$ cat src/design/coproc_glue_consts.svh
// timing counts and decode positions for the coprocessor reset glue
// assumes a 100 MHz clk_sys and a half-rate system clock level on sclk
`ifndef COPROC_GLUE_CONSTS_SVH
`define COPROC_GLUE_CONSTS_SVH

`define CLK_PERIOD_NS     10
`define SEQ_RESET_SCLK    64
`define SEQ_INIT_SCLK     32
`define SEQ_TOTAL_SCLK    96
`define SEQ_CNT_W         7
`define SEQ_CNT_RST       7'h60
`define TAP64_BIT         6
`define TAP32_BIT         5
`define AF_MIN_NS         26
`define AF_MIN_CYC        ((`AF_MIN_NS + `CLK_PERIOD_NS - 1) / `CLK_PERIOD_NS)
`define AF_CNT_W          3
`define PORT_A0_BIT       0
`define PORT_A1_BIT       1
`define PORT_A2_BIT       2
`define PORT_A3_BIT       3
`define PORT_A4_BIT       4
`define ERR_N_RST         1'b0

`endif

$ cat src/design/coproc_glue_pkg.sv
// types shared by the coprocessor reset glue
// assumes the constants header is included by the design files
package coproc_glue_pkg;

	// gray coded along idle -> reset -> init; init -> idle flips both bits
	typedef enum logic [1:0]
	{
		SEQ_IDLE  = 2'b00,
		SEQ_RESET = 2'b01,
		SEQ_INIT  = 2'b11
	} seq_state_t;

endpackage : coproc_glue_pkg

$ cat src/design/seq_counter.sv
// cascaded sequence counter with 64 and 32 taps
// assumes tick is a one-cycle pulse per system-clock period
`timescale 1ns/100ps
`include "coproc_glue_consts.svh"

module seq_counter
#(
	parameter int CNT_W = `SEQ_CNT_W
)
(
	input  wire logic clk_sys,
	input  wire logic sys_rst,
	input  wire logic ce,
	input  wire logic clear,
	input  wire logic tick,
	output logic      count64_tap,
	output logic      count32_tap
);

	logic [CNT_W-1:0] cnt_q;
	logic [CNT_W-1:0] cnt_d;
	logic             terminal;

	assign count64_tap = cnt_q[`TAP64_BIT];
	assign count32_tap = cnt_q[`TAP32_BIT];
	assign terminal    = count64_tap & count32_tap;

	always_comb
	begin
		cnt_d = cnt_q;
		if (clear)
			cnt_d = '0;
		else if (tick && !terminal)
			cnt_d = cnt_q + {{(CNT_W-1){1'b0}}, 1'b1};
	end

	// comes out of reset already terminal, so no sequence runs at power up
	always_ff @(posedge clk_sys or posedge sys_rst)
	begin
		if (sys_rst)
			cnt_q <= CNT_W'(`SEQ_CNT_RST);
		else if (ce)
			cnt_q <= cnt_d;
	end

endmodule : seq_counter

$ cat src/design/local_flag_gen.sv
// forced local access flag for coprocessor cycles
// assumes ale_n, a31, mem_io_select and sclk are synchronous levels
`timescale 1ns/100ps
`include "coproc_glue_consts.svh"

module local_flag_gen
(
	input  wire logic clk_sys,
	input  wire logic sys_rst,
	input  wire logic ce,
	input  wire logic sclk,
	input  wire logic addr_latch_enable_n,
	input  wire logic addr_a31,
	input  wire logic mem_io_select,
	output logic      flag_oe_n
);

	logic                 ale_q;
	logic [`AF_CNT_W-1:0] hold_q;
	logic [`AF_CNT_W-1:0] hold_d;
	logic                 active_q;
	logic                 active_d;
	logic                 ale_edge;
	logic                 hold_ok;

	assign ale_edge = ale_q ^ addr_latch_enable_n;
	assign hold_ok  = (hold_q >= `AF_CNT_W'(`AF_MIN_CYC));

	always_comb
	begin
		hold_d = hold_q;
		if (ale_edge)
			hold_d = '0;
		else if (!hold_ok)
			hold_d = hold_q + `AF_CNT_W'(1);
		active_d = (!addr_latch_enable_n && sclk && addr_a31 &&
			!mem_io_select && hold_ok)
			|| (active_q && !sclk);
		// a latch enable change starts the next cycle: let go first
		if (ale_edge)
			active_d = 1'b0;
	end

	always_ff @(posedge clk_sys or posedge sys_rst)
	begin
		if (sys_rst)
		begin
			ale_q     <= 1'b1;
			hold_q    <= '0;
			active_q  <= 1'b0;
			flag_oe_n <= 1'b1;
		end
		else if (ce)
		begin
			ale_q     <= addr_latch_enable_n;
			hold_q    <= hold_d;
			active_q  <= active_d;
			flag_oe_n <= !active_d;
		end
	end

endmodule : local_flag_gen

$ cat src/design/coproc_reset_sync_glue.sv
// top of the coprocessor reset and bus glue
// assumes all pin inputs are synchronous to clk_sys and sclk is the
// half-rate system clock presented as a level
`timescale 1ns/100ps
`include "coproc_glue_consts.svh"

// What this block does
// - port write pulses select, clearing counter
// - sync reset is inverted 64 tap
// - sync reset falls on sclk falling edge
// - coprocessor reset high at least 64 sclk
// - ready held low until both taps active
// - stall 32 more sclk after reset falls
// - release ready 96 sclk after write
// - reset out is port reset or cpu reset
// - port reset term may be disabled
// - local flag active on coprocessor accesses
// - flag asserts no earlier than 26 ns
// - flag drops before next latch enable
// - flag is tri-state, driven only when active
// - flag set by ale, sclk, a31, io
// - error low from reset to first ready
// - decode io write, cs, a4, a3..a1 low
module coproc_reset_sync_glue
	import coproc_glue_pkg::*;
#(
	parameter bit PORT_RESET_EN = 1'b1
)
(
	input  wire logic       clk_sys,
	input  wire logic       sys_rst,
	input  wire logic       ce,
	input  wire logic       sclk,
	input  wire logic       io_write_n,
	input  wire logic       coproc_cs_n,
	input  wire logic [4:0] io_addr,
	input  wire logic       cpu_reset_in,
	input  wire logic       bus_ready_n,
	input  wire logic       addr_latch_enable_n,
	input  wire logic       addr_a31,
	input  wire logic       mem_io_select,
	output logic            port_decode_sel_n,
	output logic            reset_port_select,
	output logic            sync_port_reset,
	output logic            coproc_reset_out,
	output logic            io_ready_out,
	output logic            io_ready_oe_n,
	output logic            local_access_flag_n_out,
	output logic            local_access_flag_n_oe_n,
	output logic            cpu_error_out_n
);

	function automatic logic port_hit(input logic wr_n, input logic cs_n,
		input logic [4:0] a);
		port_hit = !wr_n && !cs_n && a[`PORT_A4_BIT] &&
			!a[`PORT_A3_BIT] && !a[`PORT_A2_BIT] && !a[`PORT_A1_BIT];
	endfunction : port_hit

	// edge of a sampled level; rise picks low-to-high, else high-to-low
	function automatic logic level_edge(input logic prev, input logic cur,
		input logic rise);
		level_edge = rise ? (!prev && cur) : (prev && !cur);
	endfunction : level_edge

	// sclk edges and the port decode
	logic       sclk_q;
	logic       sclk_rise;
	logic       sclk_fall;
	logic       decode_hit;
	logic       reset_hit;
	logic       reset_hit_q;
	logic       seq_start;

	// sclk comes in as a level, so its edges are seen one clk_sys late;
	// every count below is in these sampled edges
	assign sclk_rise  = level_edge(sclk_q, sclk, 1'b1);
	assign sclk_fall  = level_edge(sclk_q, sclk, 1'b0);
	assign decode_hit = port_hit(io_write_n, coproc_cs_n, io_addr);
	assign reset_hit  = decode_hit && io_addr[`PORT_A0_BIT];
	// the write is stretched by the stall, so only its first cycle starts
	// a sequence; a held write does not keep the counter cleared
	assign seq_start  = level_edge(reset_hit_q, reset_hit, 1'b1);

	// sclk tracker; reset to the idle low level so no false edge follows
	always_ff @(posedge clk_sys or posedge sys_rst)
	begin
		if (sys_rst)
			sclk_q <= 1'b0;
		else if (ce)
			sclk_q <= sclk;
	end

	// write tracker: remembers that this port write was already taken
	always_ff @(posedge clk_sys or posedge sys_rst)
	begin
		if (sys_rst)
			reset_hit_q <= 1'b0;
		else if (ce)
			reset_hit_q <= reset_hit;
	end

	// cascaded counter, one count per sclk period
	// ticks only while ce is high, like every other register here
	logic count64_tap;
	logic count32_tap;
	logic both_taps;

	seq_counter #(
		.CNT_W (`SEQ_CNT_W)
	) u_seq_counter (
		.clk_sys     (clk_sys),
		.sys_rst     (sys_rst),
		.ce          (ce),
		.clear       (seq_start),
		.tick        (sclk_rise),
		.count64_tap (count64_tap),
		.count32_tap (count32_tap)
	);

	// the counter sits terminal after power up and after each sequence,
	// so both taps stay set and ready stays released between writes
	assign both_taps = count64_tap && count32_tap;

	// synchronised port reset
	// raised at once on the write, but only ever lowered on a sampled
	// sclk fall, which keeps the coprocessor's bus clock in phase
	logic sync_rst_q;
	logic sync_rst_d;

	always_comb
	begin
		sync_rst_d = sync_rst_q;
		if (seq_start)
			sync_rst_d = 1'b1;
		else if (sclk_fall)
			sync_rst_d = !count64_tap;
	end

	always_ff @(posedge clk_sys or posedge sys_rst)
	begin
		if (sys_rst)
			sync_rst_q <= 1'b0;
		else if (ce)
			sync_rst_q <= sync_rst_d;
	end

	// one port write, counted in sampled sclk rises after it is taken:
	//   0   ready pulled low and port reset raised
	//   64  port reset drops at the next sclk fall, in phase with the host
	//   96  both taps set; ready is released on the following edge
	// a fresh write restarts this timeline wherever it stands
	// sequence state: reset phase, then init phase, then ready released
	seq_state_t state_q;
	seq_state_t state_d;

	always_comb
	begin
		state_d = state_q;
		case (state_q)
			SEQ_IDLE:
			begin
				if (seq_start)
					state_d = SEQ_RESET;
			end
			SEQ_RESET:
			begin
				// leave only once the reset has really dropped on a fall
				if (!sync_rst_q && count64_tap)
					state_d = SEQ_INIT;
			end
			SEQ_INIT:
			begin
				// the counter stops at both taps, so this cannot overrun
				if (both_taps)
					state_d = SEQ_IDLE;
			end
			default:
			begin
				// unused code: fall back to idle rather than stall forever
				state_d = SEQ_IDLE;
			end
		endcase
		// a fresh write wins over every state
		if (seq_start)
			state_d = SEQ_RESET;
	end

	always_ff @(posedge clk_sys or posedge sys_rst)
	begin
		if (sys_rst)
			state_q <= SEQ_IDLE;
		else if (ce)
			state_q <= state_d;
	end

	// processor error strap: low from cpu reset until the first ready
	// it comes out of reset low, so a host that leaves its own reset
	// early still sees the coprocessor as present
	logic err_n_q;
	logic err_n_d;
	logic err_wait_q;
	logic err_wait_d;

	always_comb
	begin
		err_n_d    = err_n_q;
		err_wait_d = err_wait_q;
		// cpu reset wins over a ready seen in the same cycle
		if (cpu_reset_in)
		begin
			err_n_d    = 1'b0;
			err_wait_d = 1'b1;
		end
		else if (err_wait_q && !bus_ready_n)
		begin
			err_n_d    = 1'b1;
			err_wait_d = 1'b0;
		end
	end

	always_ff @(posedge clk_sys or posedge sys_rst)
	begin
		if (sys_rst)
		begin
			err_n_q    <= `ERR_N_RST;
			err_wait_q <= 1'b1;
		end
		else if (ce)
		begin
			err_n_q    <= err_n_d;
			err_wait_q <= err_wait_d;
		end
	end

	// forced local access flag
	// the flag pin is shared with the memory controller, so it is only
	// driven while asserted and is let go the moment latch enable moves
	logic flag_oe_n;

	local_flag_gen u_local_flag_gen (
		.clk_sys             (clk_sys),
		.sys_rst             (sys_rst),
		.ce                  (ce),
		.sclk                (sclk),
		.addr_latch_enable_n (addr_latch_enable_n),
		.addr_a31            (addr_a31),
		.mem_io_select       (mem_io_select),
		.flag_oe_n           (flag_oe_n)
	);

	assign local_access_flag_n_oe_n = flag_oe_n;

	// output next values; the two tri-state values are held low so the
	// pins only ever pull to their active level
	logic decode_sel_n_d;
	logic port_select_d;
	logic coproc_rst_d;
	logic ready_value_d;
	logic ready_oe_n_d;
	logic flag_value_d;

	always_comb
	begin
		decode_sel_n_d = !decode_hit;
		port_select_d  = reset_hit;
		coproc_rst_d   = cpu_reset_in
			|| (PORT_RESET_EN && sync_rst_d);
		ready_value_d  = 1'b0;
		// state_d, not state_q, so the stall starts with the write's edge
		ready_oe_n_d   = (state_d == SEQ_IDLE);
		flag_value_d   = 1'b0;
	end

	always_ff @(posedge clk_sys or posedge sys_rst)
	begin
		if (sys_rst)
		begin
			port_decode_sel_n       <= 1'b1;
			reset_port_select       <= 1'b0;
			sync_port_reset         <= 1'b0;
			coproc_reset_out        <= 1'b1;
			io_ready_out            <= 1'b0;
			io_ready_oe_n           <= 1'b1;
			local_access_flag_n_out <= 1'b0;
			cpu_error_out_n         <= `ERR_N_RST;
		end
		else if (ce)
		begin
			port_decode_sel_n       <= decode_sel_n_d;
			reset_port_select       <= port_select_d;
			sync_port_reset         <= sync_rst_d;
			coproc_reset_out        <= coproc_rst_d;
			io_ready_out            <= ready_value_d;
			io_ready_oe_n           <= ready_oe_n_d;
			local_access_flag_n_out <= flag_value_d;
			cpu_error_out_n         <= err_n_d;
		end
	end

endmodule : coproc_reset_sync_glue

$ cat config.mk
export PLATFORM = sky130hd
export DESIGN_NAME = coproc_reset_sync_glue
export DESIGN_NICKNAME = d
export VERILOG_FILES = /design/src/design/coproc_glue_pkg.sv /design/src/design/seq_counter.sv /design/src/design/local_flag_gen.sv /design/src/design/coproc_reset_sync_glue.sv
export VERILOG_INCLUDE_DIRS = /design/src /design/src/design
export SDC_FILE = /design/constraint.sdc
export NUM_CORES = 1
export LEC_CHECK = 0
export CAP_MARGIN = 20
export CORE_ASPECT_RATIO = 1.4
export CORE_MARGIN = 2
export CORE_UTILIZATION = 50
export DETAILED_ROUTE_END_ITERATION = 6
export DONT_BUFFER_PORTS = 1
export PLACE_DENSITY = 0.75
export SETUP_SLACK_MARGIN = 0.4
export SLEW_MARGIN = 0
export SYNTH_ARGS = -nofsm -noshare
export SYNTH_HDL_FRONTEND = slang
export SYNTH_SLANG_ARGS = --single-unit
$ cat constraint.sdc
create_clock -name clk_sys -period 1.74 [get_ports clk_sys]
set_input_delay 0.348 -clock clk_sys [delete_from_list [all_inputs] [get_ports clk_sys]]
set_output_delay 0.348 -clock clk_sys [all_outputs]
set_load 0.005 [all_outputs]
After elaboration in Yosys (flattened, before gate mapping)

Cells that the tools add are included.

Divide/modulo/power cells: 0
Add/subtract/negate cells: 2
Order comparisons: 1
Bitwise gates (word level): 2
Eq/ne operators: 3
Multipliers: 0
Reduce and logical (&&, ||, !) cells: 43
Shift operators: 0
Multiplexer cells: 15

Operators by type and width:

| operator                                                           | number |
|---|---|
| logical AND 1 bit                                                  | 18 |
| zero test 1 bit                                                    | 16 |
| 2-to-1 mux 7 bit                                                   | 2 |
| adder 7 x 1 -> 7 bit (second input constant)                       | 1 |
| 2-to-1 mux 1 bit                                                   | 7 |
| 2-to-1 mux 2 bit                                                   | 3 |
| 2-to-1 mux 3 bit                                                   | 2 |
| case mux 2 bit (3 select lines)                                    | 1 |
| AND reduction 2 bit                                                | 3 |
| zero test 2 bit                                                    | 2 |
| nonzero test 2 bit                                                 | 2 |
| adder 3 x 1 -> 3 bit (second input constant)                       | 1 |
| greater-or-equal comparator 3 x 2 -> 1 bit (second input constant) | 1 |
| == test 2 x 1 -> 1 bit (second input constant)                     | 1 |
| == test 2 bit (second input constant)                              | 1 |
| logical OR 1 bit                                                   | 2 |
| inequality test 2 x 1 -> 1 bit (second input constant)             | 1 |
| bitwise AND 1 bit                                                  | 1 |
| bitwise XOR 1 bit                                                  | 1 |

Bits in read-only memories: 0
Flip-flop bits (word level): 23
Output and inout bits: 9
Bits in latches: 0
Bits in writable memories: 0
Logic and storage cells: 80
Memories kept: 0
Input port bits: 16

Longest topological paths before layout

Depth in word-level cells: 10
Mapped depth: 6

Modules after synthesis

A second synthesis with hierarchy kept.

Cell total of the unflattened synthesis: 126
Area total of the unflattened synthesis: 1,260.0 µm²

By module, submodules not included:

| module                 | times used | cells an instance | area each (µm²) |
|---|---|---|---|
| coproc_reset_sync_glue | 1          | 50                | 498.0 |
| seq_counter            | 1          | 43                | 414.1 |
| local_flag_gen         | 1          | 33                | 347.8 |

Worst setup path before layout

OpenSTA, ideal clock, no wires.

Path type: input port to flip-flop
Start: in io_write_n
End: reg u_seq_counter.cnt_q[0]
Buffers on the path: 0
Arrival time: 1.408 ns
Setup slack: 0.207 ns
Stages: 4
Path through: or4b_4 > o21ai_4 > nor2_1 > mux2_2

Word-level cells in the longest chain between the ends: 10

Ends and longest elaborated chain:

| what                              | RTL line                     | source |
|---|---|---|
| start, declared                   | coproc_reset_sync_glue.sv:34 | `input wire logic io_write_n,` |
| zero test 1 bit *                 | coproc_reset_sync_glue.sv:55 | `` port_hit = !wr_n && !cs_n && a[`PORT_A4_BIT] && `` |
| logical AND 1 bit * (5 in series) | coproc_reset_sync_glue.sv:55 |  |
| logical AND 1 bit *               | coproc_reset_sync_glue.sv:79 | `` assign reset_hit = decode_hit && io_addr[`PORT_A0_BIT]; `` |
| logical AND 1 bit *               | coproc_reset_sync_glue.sv:62 | `level_edge = rise ? (!prev && cur) : (prev && !cur);` |
| nonzero test 2 bit (no line)      | --                           |  |
| AND reduction 2 bit (no line)     | --                           |  |
| end signal, assigned              | seq_counter.sv:41            | `` cnt_q <= CNT_W'(`SEQ_CNT_RST); `` |
| end signal, assigned              | seq_counter.sv:43            | `cnt_q <= cnt_d;` |
| end, declared                     | seq_counter.sv:20            | `logic [CNT_W-1:0] cnt_q;` |

Every way passes the cells marked *; elsewhere a longest branch is shown, timed or not.
A chain may end at the register's enable or synchronous reset.

==> summary.txt <==
Outcome
  – Status: completed

Logic synthesis
  – Largest area contributor in the netlist: dfrtp_1
  – Synthesized area: 0.00117 sq mm
  – Count of different cell masters after synthesis: 40
  – Mapped Avg Cell Area: 10.3 sq um
  – Mapped Cells: 114
  – Number of synthesized flops with an enable pin: 0
  – Main synth FF type: dfrtp_1
  – Synth Warn #: 0
  – FFs w/ async S/R, synth: 100%
  – Top-area cell type share of the netlist area: 32.0%
  – Area contributors post-synth: dfrtp_1 (32%), dfstp_2 (18%), o21ai_0 (3.8%), mux2_2 (3.8%), ha_1 (3.2%)
  – Sequential cell area fraction in the yosys report: 49.9%
  – Yosys reg bits: 23

Route
  – Routed WL: 2.33 mm
  – 1st-pass router iterations: 4
  – Post-route DRC: 0
  – Met2 routed WL: 1.27 mm
  – Vias per cell: 6.35
  – Met3 wire len: 108 microns
  – WL per Instance: 16.3 microns
  – Metal-1 WL: 926 microns
  – Top Layer Used: met4
  – Routed Antenna Nets: 0
  – DR iter-0 viols: 42
  – Via count: 908

Min path
  – Class of the worst hold path: input pin to flip-flop
  – Worst min-delay path startpoint: ce

Floorplan
  – Die area: 0.00275 sq mm
  – Die height: 61.3 microns
  – Initial Util: 53.2%
  – Core area: 0.00220 sq mm
  – Cell row count: 20
  – Die width: 44.9 microns
  – Boundary Pins: 25

Setup path
  – Worst Reg-to-Reg Cells: 4
  – Reg-to-reg endpoint: u_seq_counter.cnt_q[0]$_DFFE_PP0P_
  – Worst R2R Setup Slack: 0.15 ns
  – CP max FO: 4
  – Crit. Startpoint: reset_port_select$_DFFE_PP0P_
  – Crit path to: u_seq_counter.cnt_q[0]$_DFFE_PP0P_
  – Worst Setup Start Kind: flip-flop
  – Worst setup EP type: flip-flop
  – CP Class: flip-flop to flip-flop
  – Reg-to-Reg Start: reset_port_select$_DFFE_PP0P_
  – Critical Path AT: 1.80 ns
  – Required time of the critical path: 1.95 ns

Layout
  – Non-filler instance count after layout: 143
  – Most common cell after layout, fill and taps aside: dfrtp_1
  – Final Net Count: 141
  – Commonest non-fill, non-tap cells in the layout: dfrtp_1 (15), inv_1 (8), dfstp_2 (8)
  – FILL cells: 177
  – N_diodes: 0
  – Area Overhead vs Synth: 12.4%
  – Share of layout cells above drive strength 1: 29.8%

Placed design
  – Post-DP HPWL: 1.61 mm
  – GP Congestion: 0.816
  – Placed cell count: 133
  – # port buffers: 0

Clocking
  – Worst-skew pair later-pin latency: 0.31 ns
  – CTS max path bufs: 2
  – H-tree Lvls: 1
  – CTS clk-pin slew, worst paths: 0.13 ns
  – Total CTS buffers: 3
  – CTS tree: built
  – Num Clock Sinks: 23
  – Root buf cell: clkbuf_4

STA
  – RSZ-0062 raised after global routing: true
  – Final Cycle Share: 91.2%
  – Final Max Tran Viols: 0
  – Setup TNS: 0 ns
  – FMAX: 0.630 GHz
  – Clock Skew: 0.00884 ns
  – Clock period minus worst slack: 1.59 ns
  – Hold Vio Cnt, Final: 0
  – Setup violations, final: 0

Global routing
  – Initial antenna violation count: 0
  – Largest net degree at the start of global routing: 28
  – Vias in the first global route: 857
  – Global-route usage over all layers: 18.6%
  – Gr ovfl total: 0
  – First-pass GRT wire length: 3.75 mm

Power
  – LEAKAGE: 0.541 nW
  – Pwr dens: 1030 mW/mm^2
  – VDD IR max: 0.000665 V

Job
  – Max Cap Viol: 0
[power by group]
| part | internal [mW] | leakage [nW] | switching [mW] |
|---|---|---|---|
| clock | 0.0893 | 0.0150 | 0.159 |
| sequential | 0.644 | 0.274 | 0.0964 |
| combinational | 0.195 | 0.252 | 0.178 |
| total | 0.928 | 0.541 | 0.434 |
[cell usage after synthesis, drive strengths merged (3+ instances only)]
master and number:
ha 3, nor2 9, a31oi 4, dfstp 8
nand4 3, a21oi 7, inv 8, o21ai 11
nand2 4, mux2 4, nand3 3, dfrtp 15
buf 4
[area by class of cell]
class                           instances  area [sq um]  share of cell area (%)
Clock buffer                            4          26.3                    1.99
Inverter                                8          30.0                    2.28
Multi-Input combinational cell         79           589                    44.7
Sequential cell                        23           586                    44.4
Tap cell                               22          27.5                    2.09
Timing Repair Buffer                    7          58.8                    4.46
[what timing repair did]
item	in CTS	in global routing
endpoints found under the hold margin	15	0
resized for setup	5	7
setup buffers	3	2
pin swaps	5	5
endpoints found under the setup margin	17	17
hold buffers	1	0
[how the worst min path moves through the flow]
stage	to	slack, ns	cells after the start
global route	port_decode_sel_n$_DFFE_PP1P_	0.06	1
floorplan	cpu_error_out_n$_DFFE_PP0P_	0.34	1
finish	port_decode_sel_n$_DFFE_PP1P_	0.08	1
global placement	reset_port_select$_DFFE_PP0P_	0.30	2
CTS	port_decode_sel_n$_DFFE_PP1P_	0.07	1
detailed placement	reset_port_select$_DFFE_PP0P_	0.31	2
[sequential cells by signal, indices dropped and copies added, names as in the netlist]
register / cells
u_seq_counter.cnt_q: 7
u_local_flag_gen.hold_q: 3
state_q: 2
coproc_reset_out: 1
cpu_error_out_n: 1
err_wait_q: 1
io_ready_oe_n: 1
port_decode_sel_n: 1
reset_port_select: 1
sclk_q: 1
sync_port_reset: 1
u_local_flag_gen.active_q: 1
u_local_flag_gen.ale_q: 1
u_local_flag_gen.flag_oe_n: 1
[worst max-delay path, stage by stage, from the launching register on]
cell,delay (ns)
dfrtp_1,0.43
or4b_4,0.56
nor2_4,0.15
o21ai_2,0.08
mux2_2,0.27
[cell families (layout without fill, tap and decap cells)]
family	count (synthesis)	after routing	synth area share (%)
muxes	4	4	3.84
other	1	2	0.320
and+or+nand+nor	31	31	15.6
xor gates and xnor gates	1	1	0.747
adders and majority gates	3	3	3.20
AOI/OAI and AO/OA	38	38	21.5
buffers and inverters	13	19	4.91
DFF	23	23	49.9
[layer usage]
metal / vias to the layer above / global-route usage [%]
met2: 27 / 31.8
met5: - / 0
met1: 447 / 23.0
met3: 4 / 3.23
li1: 430 / -
met4: 0 / 7.56
[stage by stage]
stage	util, %	hold WS (ns)	worst slack (ns)	power [mW]	area (sq um)
3_3_place_gp	54.0	0.296	0.175	1.02	1190
4_1_cts	57.8	0.0706	0.156	1.35	1270
5_1_grt	59.8	0.0623	0.0871	1.46	1320
3_5_place_dp	54.0	0.308	0.138	1.04	1190
6_report	59.8	0.0761	0.154	1.36	1320
2_1_floorplan	-	0.344	0.212	0.980	1180
No activity file was read; power rests on OpenSTA's default activity.
